==> config.mk <==
export PLATFORM = sky130hd
export DESIGN_NAME = rsc_reset_source_controller
export DESIGN_NICKNAME = d
export VERILOG_FILES = /design/src/design/rsc_pkg.sv /design/src/design/rsc_reset_source_controller.sv
export SDC_FILE = /design/constraint.sdc
export NUM_CORES = 1
export LEC_CHECK = 0
export ABC_AREA = 1
export BUFFER_PORTS_ARGS = -buffer_cell sky130_fd_sc_hd__buf_2
export CELL_PAD_IN_SITES_DETAIL_PLACEMENT = 0
export CELL_PAD_IN_SITES_GLOBAL_PLACEMENT = 1
export CORE_ASPECT_RATIO = 1.4
export CORE_MARGIN = 5
export CORE_UTILIZATION = 40
export CTS_CLUSTER_DIAMETER = 100
export DETAILED_ROUTE_END_ITERATION = 16
export GPL_ROUTABILITY_DRIVEN = 1
export HOLD_SLACK_MARGIN = 0.08
export PLACE_DENSITY_LB_ADDON = 0.2
export REMOVE_ABC_BUFFERS = 1
export SETUP_SLACK_MARGIN = 0.2
export SLEW_MARGIN = 10
export SYNTH_ARGS = -nofsm -noshare
export SYNTH_HDL_FRONTEND = slang
export SYNTH_SLANG_ARGS = --single-unit
==> constraint.sdc <==
create_clock -name clk_i -period 3.9 [get_ports clk_i]
set_input_delay 0.78 -clock clk_i [delete_from_list [all_inputs] [get_ports clk_i]]
set_output_delay 0.78 -clock clk_i [all_outputs]
set_load 0.1 [all_outputs]
==> src/design/rsc_pkg.sv <==
// Constants and types shared by the reset source controller
package rsc_pkg;
	// Register offsets
	localparam logic [7:0] CAUSE_ADDR     = 8'hEF;
	localparam logic [7:0] IRQ_STAT_ADDR  = 8'hF5;
	localparam logic [7:0] IRQ_MASK_ADDR  = 8'hF6;

	// Field positions of the cause and enable register
	localparam int PIN_BIT   = 0;
	localparam int POR_BIT   = 1;
	localparam int MCD_BIT   = 2;
	localparam int WDT_BIT   = 3;
	localparam int SW_BIT    = 4;
	localparam int CMP_BIT   = 5;
	localparam int FLASH_BIT = 6;
	localparam int CAUSE_W   = 7;

	// Reset values
	localparam logic [6:0] CAUSE_POR_RST  = 7'h02;
	localparam logic [6:0] IRQ_MASK_RST   = 7'h00;
	localparam logic [7:0] PORT_LATCH_RST = 8'hFF;
	localparam logic [15:0] BOOT_ADDR     = 16'h0000;

	// Timing
	localparam int CLK_PERIOD_NS  = 50;
	localparam int RESET_HOLD_NS  = 500;
	localparam int HOLD_CYCLES    = (RESET_HOLD_NS + CLK_PERIOD_NS - 1) / CLK_PERIOD_NS;
	localparam logic [3:0] HOLD_LAST = 4'(HOLD_CYCLES - 1);
	localparam int WDT_DIV        = 12;
	localparam logic [3:0] WDT_DIV_LAST = 4'(WDT_DIV - 1);

	typedef enum logic [2:0] {
		RSC_RUN   = 3'h1,
		RSC_HOLD  = 3'h2,
		RSC_START = 3'h4
	} rsc_state_e;
endpackage

==> src/design/rsc_reset_source_controller.sv <==
// Reset source controller: gathers reset requests, sequences reset, records the cause
//
// Contract
// - Reset halts the core, loads SFR defaults, forces ports, disables interrupts and timers.
// - Data memory is not reset; only the stack pointer returns to default.
// - During reset port latches read 0xFF open-drain; weak pull-ups stay on always.
// - Power-on and supply-monitor resets drive the reset pin low until release.
// - On release the program counter clears and the internal oscillator is selected.
// - On release the watchdog is enabled, clocked at system clock over twelve.
// - First fetch after release comes from address zero.
// - Bit 6 is read-only, set when a flash fault caused the last reset.
// - Bit 5 write enables comparator reset; read shows comparator caused last reset.
// - Writing 1 to bit 4 forces reset at once; bit 4 then reads 1.
// - Bit 3 is read-only, set when a watchdog overflow caused the last reset.
// - Bit 2 write enables clock loss detector reset; read shows it caused last reset.
// - Bit 1 write enables supply monitor reset; software enables monitor first.
// - Bit 1 reads 1 after power-on or supply reset; other flags then undefined.
// - Bit 0 is read-only, set when the external reset pin caused the last reset.
// - Bit 7 reads 0, writes ignored; software avoids read-modify-write on it.
//
// Design decision made here: the strobed register port.
`timescale 1ns/1ps
module rsc_reset_source_controller (
	input  wire logic        clk_i,             // System clock, 20 MHz
	input  wire logic        reset_n_i,         // Power-on reset, active low
	input  wire logic [7:0]  addr_i,            // Register address
	input  wire logic [7:0]  wdata_i,           // Register write data
	input  wire logic        wr_i,              // Write strobe
	input  wire logic        rd_i,              // Read strobe
	output logic      [7:0]  rdata_o,           // Read data, cycle after strobe
	input  wire logic        rst_pin_i,         // Reset pin level
	output logic             rst_pin_o,         // Reset pin drive value
	output logic             rst_pin_oe_o,      // Reset pin drive enable
	input  wire logic        supply_low_i,      // Supply monitor trip
	input  wire logic        watchdog_ovf_i,    // Watchdog overflow pulse
	input  wire logic        clock_missing_i,   // Clock loss detector trip
	input  wire logic        comparator_n_i,    // Comparator output, active low
	input  wire logic        flash_fault_i,     // Flash access error
	output logic             core_halt_o,       // Core stopped
	output logic             sfr_reset_o,       // Load SFR reset values
	output logic             irq_timer_off_o,   // Interrupts and timers disabled
	output logic [7:0]       port_latch_o,      // Port latch value under reset
	output logic             port_force_o,      // Port latches forced
	output logic             port_open_drain_o, // Ports in open-drain mode
	output logic             weak_pullup_en_o,  // Weak pull-ups enabled
	output logic             pc_clear_o,        // Clear program counter, pulse
	output logic [15:0]      boot_addr_o,       // First fetch address
	output logic             fetch_start_o,     // Start execution, pulse
	output logic             clk_sel_int_o,     // Select internal oscillator, pulse
	output logic             wdt_enable_o,      // Watchdog enabled
	output logic             wdt_tick_o,        // Watchdog clock, sysclk/12
	output logic             irq_o              // Interrupt, level
);
	rsc_pkg::rsc_state_e state;
	rsc_pkg::rsc_state_e next_state;
	logic [3:0]  hold_cnt;
	logic [3:0]  wdt_div;
	logic [6:0]  cause;
	logic [6:0]  next_cause;
	logic [6:0]  irq_stat;
	logic [6:0]  irq_mask;
	logic        cmp_en;
	logic        mcd_en;
	logic        sup_en;
	logic        sw_force;
	logic        drive_pin;
	logic        pin_req;
	logic        sup_req;
	logic        any_req;
	logic        hold_done;
	logic        wr_cause;

	// Decoded strobes and next values
	logic        wr_stat;
	logic        wr_mask;
	logic        in_run;
	logic        in_hold;
	logic        in_start;
	logic [3:0]  next_hold_cnt;
	logic [3:0]  next_wdt_div;
	logic [6:0]  stat_clr;
	logic [6:0]  stat_set;
	logic [6:0]  next_irq_stat;

	// Write strobe aimed at one register address
	function automatic logic wr_hit(
		input logic       wr,    // Write strobe
		input logic [7:0] addr,  // Bus address
		input logic [7:0] target // Register address
	);
		wr_hit = wr && (addr == target);
	endfunction

	// One cause flag only; supply outranks the pin so a brown-out is never hidden.
	// Flash, watchdog and the pin are ungated; supply, clock loss and comparator need their enable.
	function automatic logic [6:0] pick_cause(
		input logic sup,   // Supply monitor request
		input logic pin,   // Reset pin request
		input logic flash, // Flash fault
		input logic wdt,   // Watchdog overflow
		input logic clock_loss_detector,   // Enabled clock loss trip
		input logic cmp,   // Enabled comparator trip
		input logic sw     // Software force
	);
		pick_cause = '0;
		if (sup) begin
			pick_cause[rsc_pkg::POR_BIT] = 1'b1;
		end else if (pin) begin
			pick_cause[rsc_pkg::PIN_BIT] = 1'b1;
		end else if (flash) begin
			pick_cause[rsc_pkg::FLASH_BIT] = 1'b1;
		end else if (wdt) begin
			pick_cause[rsc_pkg::WDT_BIT] = 1'b1;
		end else if (clock_loss_detector) begin
			pick_cause[rsc_pkg::MCD_BIT] = 1'b1;
		end else if (cmp) begin
			pick_cause[rsc_pkg::CMP_BIT] = 1'b1;
		end else if (sw) begin
			pick_cause[rsc_pkg::SW_BIT] = 1'b1;
		end
	endfunction

	// Read value of a mapped register; enables read back as flags, bit 7 as zero
	function automatic logic [7:0] read_word(
		input logic [7:0] addr,  // Bus address
		input logic [6:0] flags, // Cause flags
		input logic [6:0] stat,  // Interrupt status
		input logic [6:0] mask   // Interrupt mask
	);
		case (addr)
			rsc_pkg::CAUSE_ADDR: begin
				read_word = {1'b0, flags};
			end
			rsc_pkg::IRQ_STAT_ADDR: begin
				read_word = {1'b0, stat};
			end
			rsc_pkg::IRQ_MASK_ADDR: begin
				read_word = {1'b0, mask};
			end
			default: begin
				read_word = 8'h00;
			end
		endcase
	endfunction

	// State decodes, shared by sequencing and outputs
	assign in_run   = (state == rsc_pkg::RSC_RUN);
	assign in_hold  = (state == rsc_pkg::RSC_HOLD);
	assign in_start = (state == rsc_pkg::RSC_START);

	// Cause register writes count only while running
	assign wr_cause = wr_hit(wr_i, addr_i, rsc_pkg::CAUSE_ADDR) && in_run;
	assign wr_stat  = wr_hit(wr_i, addr_i, rsc_pkg::IRQ_STAT_ADDR);
	assign wr_mask  = wr_hit(wr_i, addr_i, rsc_pkg::IRQ_MASK_ADDR);

	// Pin is ignored while we pull it ourselves, else our own drive would look like a pin reset
	assign pin_req = !rst_pin_i && !drive_pin;
	assign sup_req = sup_en && supply_low_i;
	assign sw_force = wr_cause && wdata_i[rsc_pkg::SW_BIT];

	assign next_cause = pick_cause(
		sup_req,
		pin_req,
		flash_fault_i,
		watchdog_ovf_i,
		mcd_en && clock_missing_i,
		cmp_en && !comparator_n_i,
		sw_force
	);

	assign any_req = |next_cause;
	assign hold_done = (hold_cnt == rsc_pkg::HOLD_LAST) && !pin_req && !sup_req;

	always_comb begin
		case (state)
			rsc_pkg::RSC_RUN: begin
				next_state = any_req ? rsc_pkg::RSC_HOLD : rsc_pkg::RSC_RUN;
			end
			rsc_pkg::RSC_HOLD: begin
				next_state = hold_done ? rsc_pkg::RSC_START : rsc_pkg::RSC_HOLD;
			end
			rsc_pkg::RSC_START: begin
				next_state = any_req ? rsc_pkg::RSC_HOLD : rsc_pkg::RSC_RUN;
			end
			default: begin
				next_state = rsc_pkg::RSC_HOLD;
			end
		endcase
	end

	// Power-up enters hold, so the start sequence also follows power-on
	always_ff @(posedge clk_i or negedge reset_n_i) begin
		if (!reset_n_i) begin
			state <= rsc_pkg::RSC_HOLD;
		end else begin
			state <= next_state;
		end
	end

	// Hold length restarts while a level source stays asserted.
	// The count only ends with the pin released and the supply good,
	// so a held button stretches the reset for as long as it is pressed.
	always_comb begin
		next_hold_cnt = hold_cnt;
		if (!in_hold || pin_req || sup_req) begin
			next_hold_cnt = '0;
		end else if (hold_cnt != rsc_pkg::HOLD_LAST) begin
			next_hold_cnt = hold_cnt + 4'h1;
		end
	end

	always_ff @(posedge clk_i or negedge reset_n_i) begin
		if (!reset_n_i) begin
			hold_cnt <= '0;
		end else begin
			hold_cnt <= next_hold_cnt;
		end
	end

	// Cause flags; a later request in hold leaves the earlier one in place.
	// Only a supply trip may overwrite inside hold, so the flag names
	// what started the reset and not what happened while it lasted.
	always_ff @(posedge clk_i or negedge reset_n_i) begin
		if (!reset_n_i) begin
			cause <= rsc_pkg::CAUSE_POR_RST;
		end else if (state != rsc_pkg::RSC_HOLD && any_req) begin
			cause <= next_cause;
		end else if (state == rsc_pkg::RSC_HOLD && sup_req) begin
			cause <= next_cause;
		end
	end

	// Power-on pin drive, held until the start cycle.
	// Released on the edge into start, so the pin rises with the start pulse
	// and the pin request never sees our own drive as a button press.
	always_ff @(posedge clk_i or negedge reset_n_i) begin
		if (!reset_n_i) begin
			drive_pin <= 1'b1;
		end else if (next_state == rsc_pkg::RSC_HOLD && sup_req) begin
			drive_pin <= 1'b1;
		end else if (next_state != rsc_pkg::RSC_HOLD) begin
			drive_pin <= 1'b0;
		end
	end

	// Comparator enable is an ordinary register bit, cleared by any reset
	always_ff @(posedge clk_i or negedge reset_n_i) begin
		if (!reset_n_i) begin
			cmp_en <= 1'b0;
		end else if (in_hold) begin
			cmp_en <= 1'b0;
		end else if (wr_cause) begin
			cmp_en <= wdata_i[rsc_pkg::CMP_BIT];
		end
	end

	// Clock loss enable, likewise cleared by any reset
	always_ff @(posedge clk_i or negedge reset_n_i) begin
		if (!reset_n_i) begin
			mcd_en <= 1'b0;
		end else if (in_hold) begin
			mcd_en <= 1'b0;
		end else if (wr_cause) begin
			mcd_en <= wdata_i[rsc_pkg::MCD_BIT];
		end
	end

	// Supply enable survives so a brown-out still guards the restart.
	// A trip is taken at once, so software sets it only with the monitor stable.
	always_ff @(posedge clk_i or negedge reset_n_i) begin
		if (!reset_n_i) begin
			sup_en <= 1'b0;
		end else if (wr_cause) begin
			sup_en <= wdata_i[rsc_pkg::POR_BIT];
		end
	end

	// Interrupt status: each release posts the cause of that reset, power-on included.
	// A one written clears a bit, but a post in the same cycle wins so no event is lost.
	assign stat_clr      = wr_stat ? wdata_i[6:0] : 7'h00;
	assign stat_set      = in_start ? cause : 7'h00;
	assign next_irq_stat = (irq_stat & ~stat_clr) | stat_set;

	always_ff @(posedge clk_i or negedge reset_n_i) begin
		if (!reset_n_i) begin
			irq_stat <= '0;
		end else begin
			irq_stat <= next_irq_stat;
		end
	end

	always_ff @(posedge clk_i or negedge reset_n_i) begin
		if (!reset_n_i) begin
			irq_mask <= rsc_pkg::IRQ_MASK_RST;
		end else if (wr_mask) begin
			irq_mask <= wdata_i[6:0];
		end
	end

	assign irq_o = |(irq_stat & irq_mask);

	// Read data stand one cycle after the strobe, zero otherwise
	always_ff @(posedge clk_i or negedge reset_n_i) begin
		if (!reset_n_i) begin
			rdata_o <= 8'h00;
		end else if (rd_i) begin
			rdata_o <= read_word(addr_i, cause, irq_stat, irq_mask);
		end else begin
			rdata_o <= 8'h00;
		end
	end

	// Watchdog runs after release from sysclk/12
	always_ff @(posedge clk_i or negedge reset_n_i) begin
		if (!reset_n_i) begin
			wdt_enable_o <= 1'b0;
		end else begin
			wdt_enable_o <= (next_state == rsc_pkg::RSC_RUN);
		end
	end

	// Divider counts only in run; any reset restarts the period
	always_comb begin
		next_wdt_div = wdt_div + 4'h1;
		if (!in_run || wdt_div == rsc_pkg::WDT_DIV_LAST) begin
			next_wdt_div = '0;
		end
	end

	always_ff @(posedge clk_i or negedge reset_n_i) begin
		if (!reset_n_i) begin
			wdt_div <= '0;
		end else begin
			wdt_div <= next_wdt_div;
		end
	end

	assign wdt_tick_o = (state == rsc_pkg::RSC_RUN) && (wdt_div == rsc_pkg::WDT_DIV_LAST);

	// Reset state outputs; data memory has no reset, stack pointer reloads via sfr_reset_o
	assign core_halt_o       = (state != rsc_pkg::RSC_RUN);
	assign sfr_reset_o       = (state == rsc_pkg::RSC_HOLD);
	assign irq_timer_off_o   = (state == rsc_pkg::RSC_HOLD);
	assign port_force_o      = (state == rsc_pkg::RSC_HOLD);
	assign port_open_drain_o = (state == rsc_pkg::RSC_HOLD);
	assign weak_pullup_en_o  = 1'b1;

	// Pin is only ever pulled low, never driven high
	assign rst_pin_o         = 1'b0;
	assign rst_pin_oe_o      = drive_pin;

	// Start pulses last the single start cycle
	assign pc_clear_o        = in_start;
	assign clk_sel_int_o     = in_start;
	assign fetch_start_o     = in_start;

	// Data outputs come from flops, loaded with fixed values
	always_ff @(posedge clk_i or negedge reset_n_i) begin
		if (!reset_n_i) begin
			port_latch_o <= rsc_pkg::PORT_LATCH_RST;
		end else begin
			port_latch_o <= rsc_pkg::PORT_LATCH_RST;
		end
	end

	always_ff @(posedge clk_i or negedge reset_n_i) begin
		if (!reset_n_i) begin
			boot_addr_o <= rsc_pkg::BOOT_ADDR;
		end else begin
			boot_addr_o <= rsc_pkg::BOOT_ADDR;
		end
	end
endmodule // rsc_reset_source_controller

# Word level (Yosys, flattened, before mapping)

Cells that the tools add are included.

Bits in registers: 45
Input bits: 26
Output and inout port bits: 46

Add/sub/neg operators: 2
Equality and inequality tests: 14
Multiplexer cells: 33
Bitwise gates (word level): 4
Reduce and logical (&&, ||, !) cells: 32

Operator list:

| kind                                                                   | count |
|---|---|
| 7-bit 2-to-1 mux                                                       | 4 |
| 8-bit equality test (second input constant)                            | 3 |
| 7-bit one-hot mux with 3 select lines                                  | 1 |
| 1-bit 2-to-1 mux                                                       | 16 |
| 4-bit 2-to-1 mux                                                       | 4 |
| 1-bit logical AND                                                      | 15 |
| 7-bit AND                                                              | 2 |
| 7-bit OR reduction                                                     | 2 |
| 5-bit 2-to-1 mux                                                       | 2 |
| 4-bit by 1-bit adder with 4-bit output (second input constant)         | 2 |
| 4-bit equality test (second input constant)                            | 2 |
| 8-bit 2-to-1 mux                                                       | 1 |
| 2-bit nonzero test                                                     | 4 |
| 1-bit zero test                                                        | 7 |
| 7-bit NOT                                                              | 1 |
| 7-bit OR                                                               | 1 |
| 3-bit by 1-bit equality test with 1-bit output (second input constant) | 2 |
| 3-bit by 2-bit equality test with 1-bit output (second input constant) | 2 |
| 2-bit 2-to-1 mux                                                       | 3 |
| 3-bit by 2-bit != test with 1-bit output (second input constant)       | 2 |
| 3-bit one-hot mux with 2 select lines                                  | 1 |
| 4-bit != test (second input constant)                                  | 1 |
| 3-bit equality test (second input constant)                            | 1 |
| 1-bit logical OR                                                       | 3 |
| 3 further kinds                                                        | 3 |

# Longest topological paths before layout

Gate-level depths: netlist of run 1.

Depth after elaboration: 17
Depth in mapped cells: 10
Gate-level depth less buffers: 10

# Worst setup path after synthesis of run 1

Ideal clock, no wire load.

Kind: flip-flop to output port
Start point: register state[2]
End point: output wdt_tick_o
Data arrival time: 2862 ps
Required time: 3120 ps
Slack: 258 ps
Cell stages (with the launch flop): 4
Buffers on the path: 0
Path through: dfrtp_1 > inv_1 > nand3_1 > nor2_1

Longest elaborated chain between the ends: 2

Ends and longest elaborated chain:

| element                                        | RTL line                           | source |
|---|---|---|
| start: declaration                             | rsc_reset_source_controller.sv:54  | `rsc_pkg::rsc_state_e state;` |
| start signal: assignment                       | rsc_reset_source_controller.sv:194 | `state <= rsc_pkg::RSC_HOLD;` |
| start signal: assignment                       | rsc_reset_source_controller.sv:196 | `state <= next_state;` |
| 3-bit by 1-bit equality test with 1-bit output | rsc_reset_source_controller.sv:338 | `assign wdt_tick_o = (state == rsc_pkg::RSC_RUN) && (wdt_div == rsc_pkg::WDT_DIV_LAST);` |
| 1-bit logical AND                              | rsc_reset_source_controller.sv:338 |  |
| end: declaration                               | rsc_reset_source_controller.sv:51  | `output logic wdt_tick_o,` |

No other way between the ends.

# Final worst setup path of run 1

Start point: register state[1]
End point: output pc_clear_o

Longest elaborated chain between the ends: 1

Ends and longest elaborated chain:

| element             | RTL line                           | source |
|---|---|---|
| 3-bit equality test | rsc_reset_source_controller.sv:149 | `assign in_start = (state == rsc_pkg::RSC_START);` |
| end: declaration    | rsc_reset_source_controller.sv:46  | `output logic pc_clear_o,` |

No other way between the ends.

==> qor_table.md, run 1 <==
| Quantity | This run | Unit |
|---|---|---|
| Final Non-Filler Cells | 415 | - |
| Share of Yosys cell area claimed by the top area cell type | 42.4 | % |
| Startpoint type of the worst setup path | flop | - |
| Post-layout nets | 373 | - |
| Post-CTS Hold Buffers | 0 | - |
| Setup ws final | 1.43 | ns |
| Setup Crit Path Kind | reg -> out | - |
| TNS Setup | 0 | ns |
| Global-route wire length before repair | 8.03 | mm |
| Cell row count | 33 | - |
| Relative contribution of combinational cells to total power | 18.8 | % |
| Max-slew violation count | 0 | - |
| Pin count of the biggest net entering global routing | 45 | - |
| Share of power burned in registers | 51.2 | % |
| Setup Slack @ Placement | 1.73 | ns |
| Peak fanout along the critical path | 8 | - |
| Final Wtd Congestion | 0.787 | - |
| Most common flop cell mapped by yosys | dfrtp_1 | - |
| Post-synthesis register bit count | 44 | - |
| TritonCTS clock tree | built | - |
| Antenna Diode Count | 0 | - |
| Placed Instances | 407 | - |
| Post-route antenna net violation count | 0 | - |
| Post-synthesis cell count | 302 | - |
| Fraction of final layout cells with drive strength greater than 1 | 19.4 | % |
| Avg Cell Area, Syn | 8.02 | sq um |
| Peak per-stage delay on the critical path | 0.45 | ns |
| Starting utilization of the core area | 41.3 | % |
| Library cell with the largest summed area after synthesis | dfrtp_1 | - |
| I/O pin cnt | 72 | - |
| Slowest cell on the critical path | buf_2 | - |
| Count of input and output buffers | 43 | - |
| Cell class contributing the biggest share of worst-path delay | buffers and inverters | - |
| Worst IR Drop VDD | 0.145 | mV |
| Adder-cell share of the synthesized area | 1.55 | % |
| Routed length per placed instance | 11.9 | um |
| Area of all placed cells without fillers | 0.00265 | sq mm |
| Number of flops mapped to enable cells by yosys | 0 | - |
| First-pass DRT Iterations | 4 | - |
| DIE AREA | 0.00773 | sq mm |
| Simple-gate share of the synthesized area | 26.9 | % |
| Area of the mapped netlist | 0.00242 | sq mm |
| Shortest clock period the worst path allows after layout | 2.47 | ns |
| Maximum capacitance violations | 0 | - |
| DP Wirelength | 3.88 | mm |
| Global Route Usage Sum | 13.6 | % |
| Arrival time at the worst endpoint | 1.69 | ns |
| Vias in the first global route | 1802 | - |
| Fraction of synthesized area in multiplexers | 0 | % |
| Overall overflow remaining after global route | 0 | - |
| Area Growth Syn to Fin | 9.50 | % |
| Worst setup skew after layout | 0.0124 | ns |
| Register area | 0.00110 | sq mm |
| Post-CTS resize count | 0 | - |
| DRC errors left | 0 | - |
| Xor/xnor share of the synthesized area | 1.08 | % |
| Via count of the routed design | 1860 | - |
| H-tree levels | 2 | - |
| Period Utilization, post-route | 63.4 | % |
| Clock Pin Slew Worst Setup and Hold Paths | 0.08 | ns |
| Total leakage power | 0.00149 | uW |
| Buffers plus inverters on the worst setup path | 3 | - |
| Fraction of power consumed by the clock network | 30.0 | % |
| Number of buffers created by CTS | 5 | - |
| Max frequency | 405 | MHz |
| Required time of the worst setup path | 3.12 | ns |
| Pwr Density | 353 | mW/mm^2 |
| Die Width | 75.8 | um |
| Combinational family with the most area after synthesis | simple AND/OR/NAND/NOR gates | - |
| Total of endpoints with negative setup slack in the final report | 0 | - |
| Max transition margin | 35.3 | % |
| Setup repair after global routing missed its margin | false | - |
| Via density | 4.48 | - |
| Worst-path cell chain | inv_1 -> nand3_1 -> inv_1 -> buf_2 | - |
| Worst-Margin Slew | 0.971 | ns |
| Detailed router's first-iteration violation count | 99 | - |
| Post-synthesis cell type count | 28 | - |
| Top cells by count, synth | nand2_1 (74), inv_1 (43), dfrtp_1 (41), buf_4 (32), nor2_1 (23) | - |
| Detailed-route wire length | 4.93 | mm |
| Number of post-CTS setup repair buffers | 0 | - |
| Switching portion of total power | 34.0 | % |
| Power consumption | 936 | uW |
| Synth area leaders | dfrtp_1 (42%), nand2_1 (11%), buf_4 (9.9%) | - |
| Most used cell, CP | inv_1 | - |
| Maximum buffer depth of the clock tree | 2 | - |
| Chip height | 102 | um |
| Post-place instance area | 0.00257 | sq mm |
| Status | completed | - |
| Type of the most critical hold path | reg -> reg | - |
| Async set-reset flop share out of synthesis | 100 | % |
| Setup crit end kind | primary output | - |
| Count leader, synth | nand2_1 | - |
| Library cell used as clock root buffer | clkbuf_8 | - |
| Antenna violations before repair | 0 | - |
| Proportion of synthesized chip area in sequential cells | 45.6 | % |
| YS warnings | 0 | - |
| Fill cell count | 624 | - |
| Number of endpoints with negative hold slack in the final report | 0 | - |
| Internal power summed over all cells | 618 | uW |
| Complex-gate fraction of the synthesized area | 7.49 | % |
| Floorplan core area | 0.00586 | sq mm |
| Area of combinational cells with multiple inputs | 998 | sq um |
| Count of clock tree sinks | 44 | - |
| Switching power summed over all nets | 318 | uW |
| Worst skew pair latency | 0.30 | ns |
==> cell families after synthesis <==
| kind of cell | count (synthesis) |
|---|---|
| fa+ha+maj | 3 |
| simple gates | 141 |
| flops | 44 |
| xor+xnor | 3 |
| buf+inv | 76 |
| compound gates | 33 |
| other cells | 2 |
==> worst paths after layout <==
path,startpoint,endpoint,slack (ns),depth (start not counted)
setup / recovery,state[1]$_DFF_PN1_,pc_clear_o,1.43,4
min in group asynchronous,reset_n_i,rdata_o[0]$_DFF_PN0_,0.63,1
hold reg to reg,wdt_div[0]$_DFF_PN0_,wdt_div[0]$_DFF_PN0_,0.46,1
setup reg to reg,hold_cnt[1]$_DFFE_PN0P_,rst_pin_oe_o$_DFFE_PN1P_,2.40,9
hold / removal,wdt_div[0]$_DFF_PN0_,wdt_div[0]$_DFF_PN0_,0.46,1
max in group asynchronous,reset_n_i,wdt_div[0]$_DFF_PN0_,2.66,1
==> layer usage <==
layer	global-route usage (%)	part of all wire (%)	vias up
li1	-	-	968
met1	15.2	41	839
met2	24.4	52	45
met3	2.85	5.8	8
met4	5.52	1.8	0
met5	0	0	-
==> sequential cells by signal, indices dropped and copies added, names as in the netlist <==
| signal | flops |
|---|---|
| irq_mask | 7 |
| sup_en | 1 |
| state | 3 |
| irq_stat | 7 |
| wdt_div | 4 |
| cause | 7 |
| rst_pin_oe_o | 1 |
| mcd_en | 1 |
| rdata_o | 7 |
| wdt_enable_o | 1 |
| cmp_en | 1 |
| hold_cnt | 4 |
==> power groups by stage <==
stage	Clock [uW]	Combinational, uW	Sequential [uW]
CTS	294	177	480
detailed placement	0	177	488
floorplan	0	144	487
global route	307	189	482
finish	280	176	479
global placement	0	177	488
==> stage by stage <==
step	utilization, %	hold slack, ns
3_3_place_gp	43.8	0.451
4_1_cts	45.2	0.471
5_1_grt	45.2	0.489
6_report	45.2	0.464
3_5_place_dp	43.8	0.458
2_1_floorplan	-	0.433
==> cell usage in the layout (no fill, tap or decap), types with 4 or more instances in the layout <==
cell	instances
dfrtp_1	41
nand2_4	5
nor2_1	23
nand3_1	22
a21oi_1	6
clkbuf_8	5
nand2_1	74
nor3_1	4
conb_1	27
inv_1	43
buf_2	43
o21ai_0	21
==> final cells by class <==
type	count	area share (%)
Multi-Input combinational cell	207	37.6
Inverter	43	6.08
Sequential cell	44	41.7
Clock buffer	6	2.74
Clock inverter	2	0.472
Timing Repair Buffer	43	8.11
Tap cell	70	3.30
No activity file was read; power rests on OpenSTA's default activity.
==> inputs of run 2 (changes only) <==
--- a/config.mk
+++ b/config.mk
@@ -11,7 +11,7 @@
 export CELL_PAD_IN_SITES_GLOBAL_PLACEMENT = 1
 export CORE_ASPECT_RATIO = 1.4
 export CORE_MARGIN = 5
-export CORE_UTILIZATION = 40
+export CORE_UTILIZATION = 37
 export CTS_CLUSTER_DIAMETER = 100
 export DETAILED_ROUTE_END_ITERATION = 16
 export GPL_ROUTABILITY_DRIVEN = 1
==> constraint.sdc (replaced) <==
create_clock -name clk_i -period 2.55 [get_ports clk_i]
set_input_delay 0.51 -clock clk_i [delete_from_list [all_inputs] [get_ports clk_i]]
set_output_delay 0.51 -clock clk_i [all_outputs]
set_load 0.1 [all_outputs]
==> qor_table.md, run 2 (synthesis gave the netlist of run 1 again) <==
| Quantity | This run | Unit | Delta |
|---|---|---|---|
| Status | completed | - | unchanged |
| Post-CTS resize count | 0 | - | unchanged |
| Peak per-stage delay on the critical path | 0.53 | ns | was 0.45 ns |
| Routed length per placed instance | 12.1 | um | was 11.9 um |
| Fraction of power consumed by the clock network | 31.3 | % | was 30.0% |
| Switching power summed over all nets | 490 | uW | was 318 uW |
| Setup Slack @ Placement | 0.691 | ns | was 1.73 ns |
| Cell row count | 35 | - | was 33 |
| Slowest cell on the critical path | dfstp_2 | - | was buf_2 |
| Worst-path cell chain | nand3_1 -> inv_1 -> buf_2 | - | was inv_1 -> nand3_1 -> inv_1 -> buf_2 |
| TritonCTS clock tree | built | - | unchanged |
| Via count of the routed design | 1860 | - | unchanged |
| Area Growth Syn to Fin | 11.0 | % | was 9.50% |
| Maximum capacitance violations | 0 | - | unchanged |
| Detailed router's first-iteration violation count | 89 | - | was 99 |
| Period Utilization, post-route | 84.1 | % |  |
| Post-CTS Hold Buffers | 0 | - | unchanged |
| Most common cell after layout, fill and taps aside | nand2_1 | - | unchanged |
| First-pass DRT Iterations | 4 | - | unchanged |
| Required time of the worst setup path | 2.04 | ns | was 3.12 ns |
| H-tree levels | 2 | - | unchanged |
| Final Wtd Congestion | 0.748 | - | was 0.787 |
| Arrival time at the worst endpoint | 1.63 | ns | was 1.69 ns |
| Die Width | 78.4 | um | was 75.8 um |
| Fraction of final layout cells with drive strength greater than 1 | 20.1 | % | was 19.4% |
| Worst skew pair latency | 0.29 | ns | was 0.30 ns |
| Shortest clock period the worst path allows after layout | 2.14 | ns |  |
| Highest-count cells in the layout ignoring fill and taps | nand2_1 (74), inv_1 (43), buf_2 (43) | - | unchanged |
| Setup crit end kind | primary output | - | unchanged |
| Detailed-route wire length | 5.12 | mm | was 4.93 mm |
| Global Route Usage Sum | 12.9 | % | was 13.6% |
| Pwr Density | 545 | mW/mm^2 | was 353 mW/mm^2 |
| DIE AREA | 0.00829 | sq mm | was 0.00773 sq mm |
| Starting utilization of the core area | 37.4 | % | was 41.3% |
| Number of post-CTS setup repair buffers | 0 | - | unchanged |
| Count of clock tree sinks | 44 | - | unchanged |
| Vias in the first global route | 1785 | - | was 1802 |
| Type of the most critical hold path | in -> async | - | was reg -> reg |
| Maximum buffer depth of the clock tree | 2 | - | unchanged |
| DRC errors left | 0 | - | unchanged |
| Number of endpoints with negative hold slack in the final report | 0 | - | unchanged |
| Clock Pin Slew Worst Setup and Hold Paths | 0.09 | ns | was 0.08 ns |
| Overall overflow remaining after global route | 0 | - | unchanged |
| DP Wirelength | 4.20 | mm | was 3.88 mm |
| Total of endpoints with negative setup slack in the final report | 0 | - | unchanged |
| Global-route wire length before repair | 8.47 | mm | was 8.03 mm |
| Max-slew violation count | 0 | - | unchanged |
| Power consumption | 1470 | uW | was 936 uW |
| Internal power summed over all cells | 975 | uW | was 618 uW |
| Via density | 4.41 | - | was 4.48 |
| Peak fanout along the critical path | 5 | - | was 8 |
| Setup ws final | 0.405 | ns | was 1.43 ns |
| Setup Crit Path Kind | reg -> out | - | unchanged |
| Share of power burned in registers | 50.1 | % | was 51.2% |
| Number of buffers created by CTS | 5 | - | unchanged |
| Floorplan core area | 0.00648 | sq mm | was 0.00586 sq mm |
| Post-route antenna net violation count | 0 | - | unchanged |
| Relative contribution of combinational cells to total power | 18.6 | % | was 18.8% |
| Antenna violations before repair | 0 | - | unchanged |
| Count of input and output buffers | 43 | - | unchanged |
| Fill cell count | 698 | - | was 624 |
| Startpoint type of the worst setup path | flop | - | unchanged |
| Final Util | 41.5 | % | was 45.2% |
| Total leakage power | 0.00151 | uW | was 0.00149 uW |
| Worst setup skew after layout | 0.00822 | ns | was 0.0124 ns |
| Max frequency | 466 | MHz |  |
| Setup repair after global routing missed its margin | false | - | unchanged |
| Post-layout nets | 376 | - | was 373 |
| Library cell used as clock root buffer | clkbuf_8 | - | unchanged |
| Pin count of the biggest net entering global routing | 20 | - | was 45 |
| Switching portion of total power | 33.5 | % | was 34.0% |
| Worst IR Drop VDD | 0.306 | mV | was 0.145 mV |
| Antenna Diode Count | 0 | - | unchanged |
| Chip height | 106 | um | was 102 um |
| I/O pin cnt | 72 | - | unchanged |
| Final Hold Slack | 0.0945 | ns | was 0.464 ns |
==> run 2: critical path, delay by kind of cell, from the launching register on <==
kind	cells	cell delay, ns
buf+inv	2	0.62
flops	1	0.53
simple gates	1	0.19
==> run 2: metrics by stage <==
| step | setup TNS, ns | instances | area [sq um] |
|---|---|---|---|
| floorplan | -15.99 | 294 | 2260 |
| global placement | 0 | 414 | 2590 |
| detailed placement | 0 | 414 | 2590 |
| CTS | 0 | 422 | 2690 |
| global route | 0 | 422 | 2690 |
| finish | 0 | 422 | 2690 |
==> run 2: per-layer routing <==
| layer | track usage, % | share of wire, % | vias up |
|---|---|---|---|
| met1 | 15.1 | 40 | 836 |
| met4 | 4.13 | 1.4 | 0 |
| met3 | 2.74 | 6.1 | 5 |
| li1 | - | - | 970 |
| met5 | 0 | 0 | - |
| met2 | 23.2 | 53 | 49 |
==> run 2: power by group through the flow <==
stage	combinational (uW)	sequential, uW	clock (uW)
6_report	273	734	459
5_1_grt	290	737	507
4_1_cts	274	734	481
3_5_place_dp	274	747	0
3_3_place_gp	273	747	0
2_1_floorplan	221	744	0
==> run 2: area by class of cell <==
type | instances | area [sq um] | share of cell area (%)
clock inverters | 1 | 7.51 | 0.279
multi-input cells | 207 | 998 | 37.1
repair buffers | 46 | 238 | 8.84
inverters | 43 | 161 | 6.00
clock buffers | 7 | 86.3 | 3.21
well taps | 74 | 92.6 | 3.44
flip-flops and latches | 44 | 1100 | 41.1
==> run 2: worst paths after layout <==
check / from / endpoint / slack (ns) / cells past startpoint
max in group asynchronous: reset_n_i / rdata_o[6]$_DFF_PN0_ / 1.89 / 2
max: state[1]$_DFF_PN1_ / port_force_o / 0.41 / 3
min in group clk_i: wdata_i[0] / irq_mask[0]$_DFFE_PN0P_ / 0.44 / 3
min: reset_n_i / mcd_en$_DFFE_PN0P_ / 0.09 / 1
max reg2reg: rst_pin_oe_o$_DFFE_PN1P_ / cause[2]$_DFFE_PN0P_ / 1.05 / 9
min reg2reg: cause[1]$_DFFE_PN1P_ / cause[1]$_DFFE_PN1P_ / 0.46 / 2
==> inputs of run 3 (changes only) <==
--- a/config.mk
+++ b/config.mk
@@ -5,13 +5,13 @@
 export SDC_FILE = /design/constraint.sdc
 export NUM_CORES = 1
 export LEC_CHECK = 0
-export ABC_AREA = 1
+export ABC_AREA = 0
 export BUFFER_PORTS_ARGS = -buffer_cell sky130_fd_sc_hd__buf_2
 export CELL_PAD_IN_SITES_DETAIL_PLACEMENT = 0
 export CELL_PAD_IN_SITES_GLOBAL_PLACEMENT = 1
 export CORE_ASPECT_RATIO = 1.4
 export CORE_MARGIN = 5
-export CORE_UTILIZATION = 37
+export CORE_UTILIZATION = 39
 export CTS_CLUSTER_DIAMETER = 100
 export DETAILED_ROUTE_END_ITERATION = 16
 export GPL_ROUTABILITY_DRIVEN = 1
==> constraint.sdc (replaced) <==
create_clock -name clk_i -period 2.3 [get_ports clk_i]
set_input_delay 0.46 -clock clk_i [delete_from_list [all_inputs] [get_ports clk_i]]
set_output_delay 0.46 -clock clk_i [all_outputs]
set_load 0.1 [all_outputs]
==> qor_table.md, run 3 <==
| Quantity | This run | Unit | Delta |
|---|---|---|---|
| Status | completed | - | unchanged |
| Antenna Diode Count | 0 | - | unchanged |
| Top cells by count, synth | dfrtp_1 (41), buf_4 (33), nor2_1 (20), nand2_1 (16), a22o_1 (15) | - | was nand2_1 (74), inv_1 (43), dfrtp_1 (41), buf_4 (32), nor2_1 (23) |
| Worst skew pair latency | 0.29 | ns | about the same |
| Synth area leaders | dfrtp_1 (43%), buf_4 (10%), a22o_1 (5.5%) | - | was dfrtp_1 (42%), nand2_1 (11%), buf_4 (9.9%) |
| Startpoint type of the worst setup path | flop | - | unchanged |
| Library cell with the largest summed area after synthesis | dfrtp_1 | - | unchanged |
| Starting utilization of the core area | 40.3 | % | was 37.4% |
| Global-route wire length before repair | 8.31 | mm | was 8.47 mm |
| Post-synthesis register bit count | 44 | - | unchanged |
| Met1 GRT Util | 16.6 | % | was 15.1% |
| Area of the mapped netlist | 0.00238 | sq mm | was 0.00242 sq mm |
| Busiest grt layer | met2 | - | unchanged |
| Worst setup skew after layout | 0.00593 | ns | was 0.00822 ns |
| Cell row count | 33 | - | was 35 |
| Total leakage power | 0.00135 | uW | was 0.00151 uW |
| Post-layout nets | 295 | - | was 376 |
| Async set-reset flop share out of synthesis | 100 | % | unchanged |
| First-pass DRT Iterations | 8 | - | was 4 |
| Depth of the most critical reg-to-reg path | 4 | - | was 9 |
| Proportion of synthesized chip area in sequential cells | 46.4 | % | was 45.6% |
| Required time of the worst setup path | 1.84 | ns | was 2.04 ns |
| Global Route Usage Sum | 13.4 | % | was 12.9% |
| Worst IR Drop VDD | 0.450 | mV | was 0.306 mV |
| Met2 demand-to-capacity share in global routing | 22.8 | % | was 23.2% |
| Most common flop cell mapped by yosys | dfrtp_1 | - | unchanged |
| DP Wirelength | 4.03 | mm | was 4.20 mm |
| Final Util | 46.5 | % | was 41.5% |
| Count of clock tree sinks | 44 | - | unchanged |
| Worst R2R Start | rst_pin_oe_o$_DFFE_PN1P_ | - | unchanged |
| Number of flops mapped to enable cells by yosys | 0 | - | unchanged |
| Pin count of the biggest net entering global routing | 45 | - | was 20 |
| Fraction of final layout cells with drive strength greater than 1 | 32.2 | % | was 20.1% |
| Most common cell after layout, fill and taps aside | dfrtp_1 | - | was nand2_1 |
| Post-synthesis cell count | 221 | - | was 302 |
| H-tree levels | 2 | - | unchanged |
| Detailed router's first-iteration violation count | 98 | - | was 89 |
| Library cell used as clock root buffer | clkbuf_8 | - | unchanged |
| Max transition margin | 62.2 | % |  |
| YS warnings | 0 | - | unchanged |
| Peak fanout along the critical path | 6 | - | was 5 |
| Number of endpoints with negative hold slack in the final report | 0 | - | unchanged |
| GRT met3 Usage | 3.09 | % | was 2.74% |
| Highest-count cells in the layout ignoring fill and taps | dfrtp_1 (41), buf_2 (38), conb_1 (27) | - | was nand2_1 (74), inv_1 (43), buf_2 (43) |
| Worst-Margin Slew | 0.567 | ns |  |
| I/O pin cnt | 72 | - | unchanged |
| Vias in the first global route | 1617 | - | was 1785 |
| Area Growth Syn to Fin | 15.5 | % | was 11.0% |
| Clock Pin Slew Worst Setup and Hold Paths | 0.08 | ns | was 0.09 ns |
| Total of endpoints with negative setup slack in the final report | 0 | - | unchanged |
| Maximum capacitance violations | 0 | - | unchanged |
| Via count of the routed design | 1690 | - | was 1860 |
| Count of input and output buffers | 43 | - | unchanged |
| Avg Cell Area, Syn | 10.8 | sq um | was 8.02 sq um |
| Post-synthesis cell type count | 52 | - | was 28 |
| Flop2flop setup slack | 0.48 | ns | was 1.05 ns |
| Shortest clock period the worst path allows after layout | 2.03 | ns |  |
| Period Utilization, post-route | 88.3 | % |  |
| Overall overflow remaining after global route | 0 | - | unchanged |
| Setup Crit Path Kind | reg -> out | - | unchanged |
| Antenna violations before repair | 0 | - | unchanged |
| Area of all placed cells without fillers | 0.00275 | sq mm | was 0.00269 sq mm |
| DIE AREA | 0.00778 | sq mm | was 0.00829 sq mm |
| Final Wtd Congestion | 0.789 | - | was 0.748 |
| Setup repair after global routing missed its margin | true | - | was false |
| Type of the most critical hold path | in -> async | - | unchanged |
| R2r endpoint | cause[3]$_DFFE_PN0P_ | - | was cause[2]$_DFFE_PN0P_ |
| Arrival time at the worst endpoint | 1.57 | ns | was 1.63 ns |
| Post-place instance area | 0.00262 | sq mm | was 0.00259 sq mm |
| Floorplan core area | 0.00590 | sq mm | was 0.00648 sq mm |
| Routed length per placed instance | 15.3 | um | was 12.1 um |
| Count leader, synth | dfrtp_1 | - | was nand2_1 |
| Pwr Density | 795 | mW/mm^2 | was 545 mW/mm^2 |
| Chip height | 102 | um | was 106 um |
| Post-CTS Hold Buffers | 0 | - | unchanged |
| Maximum buffer depth of the clock tree | 2 | - | unchanged |
| DRC errors left | 0 | - | unchanged |
| Post-route antenna net violation count | 0 | - | unchanged |
| Max frequency | 492 | MHz |  |
| Number of buffers created by CTS | 5 | - | unchanged |
| Share of Yosys cell area claimed by the top area cell type | 43.1 | % | was 42.4% |
| Setup crit end kind | primary output | - | unchanged |
| TritonCTS clock tree | built | - | unchanged |
| Detailed-route wire length | 5.15 | mm | was 5.12 mm |
| Via density | 5.01 | - | was 4.41 |
| Die Width | 76 | um | was 78.4 um |
| Max-slew violation count | 0 | - | unchanged |
run 3: cell types whose count changed in the layout (fill, tap and decap cells not counted), moves of 5 or more:
| cell | before | now |
|---|---|---|
| nand2_1 | 74 | 16 |
| inv_1 | 43 | 2 |
| nand3_1 | 22 | 5 |
| a22o_1 | 0 | 15 |
| o21ai_0 | 21 | 6 |
| a22oi_1 | 0 | 9 |
| mux2_2 | 0 | 8 |
| and3_1 | 0 | 5 |
| buf_2 | 43 | 38 |
run 3: metrics by stage:
| stage | power (uW) | std cells | setup TNS [ns] | hold WS [ns] | setup slack, ns |
|---|---|---|---|---|---|
| 5_1_grt | 2280 | 337 | 0 | 0.278 | 0.187 |
| 2_1_floorplan | 1410 | 209 | -32.97 | 0.164 | -2.44 |
| 4_1_cts | 2210 | 337 | 0 | 0.249 | 0.208 |
| 3_3_place_gp | 1550 | 329 | 0 | 0.444 | 0.472 |
| 6_report | 2180 | 337 | 0 | 0.229 | 0.268 |
| 3_5_place_dp | 1560 | 329 | 0 | 0.446 | 0.459 |
run 3: area by class of cell:
type / instances / area [sq um]
multi-input combinational: 162 / 1080
clock inverter: 1 / 30.0
fill: 575 / 3160
inverter: 3 / 16.3
tap: 70 / 87.6
sequential: 44 / 1100
clock buffer: 7 / 96.3
timing repair buffer: 50 / 330
run 3: cell families after synthesis:
group / count (synthesis) / synth area share, %
flops: 44 / 46.4
fa+ha+maj: 3 / 1.58
xor+xnor: 4 / 1.47
compound gates: 44 / 15.3
simple gates: 73 / 17.4
other cells: 2 / 0.316
buf+inv: 40 / 12.1
mux: 11 / 5.47
run 3: where the power goes:
group	switching [uW]	internal (uW)	total, uW
clock network	261	383	645
logic	453	161	615
registers	74.1	851	925
run 3: layer usage:
layer  routed length, um  vias up
met1                2180      810
met2                2670       48
met5                   0        -
met3                 222        8
met4                  78        0
li1                    -      824
run 3: worst max-delay path by stage:
stage               cells after the start                     start                    to  slack [ns]
CTS                                     3        state[1]$_DFF_PN1_          port_force_o        0.21
global route                            2        state[0]$_DFF_PN0_         fetch_start_o        0.19
detailed placement                      4  rst_pin_oe_o$_DFFE_PN1P_  cause[3]$_DFFE_PN0P_        0.46
finish                                  3        state[1]$_DFF_PN1_          port_force_o        0.27
global placement                        5            watchdog_ovf_i  cause[3]$_DFFE_PN0P_        0.47
floorplan                               4        state[0]$_DFF_PN0_    state[1]$_DFF_PN1_       -2.44
run 3: critical path, stage by stage (launching register included):
cell      delay [ns]
dfstp_2         0.57
or3b_4          0.41
clkinv_4        0.12
buf_12          0.18
run 3: what timing repair did:
action,4_1_cts,5_1_grt
hold endpoints to repair,0,0
setup endpoints to repair,0,8
gates resized for setup,0,2
setup buffers,0,0
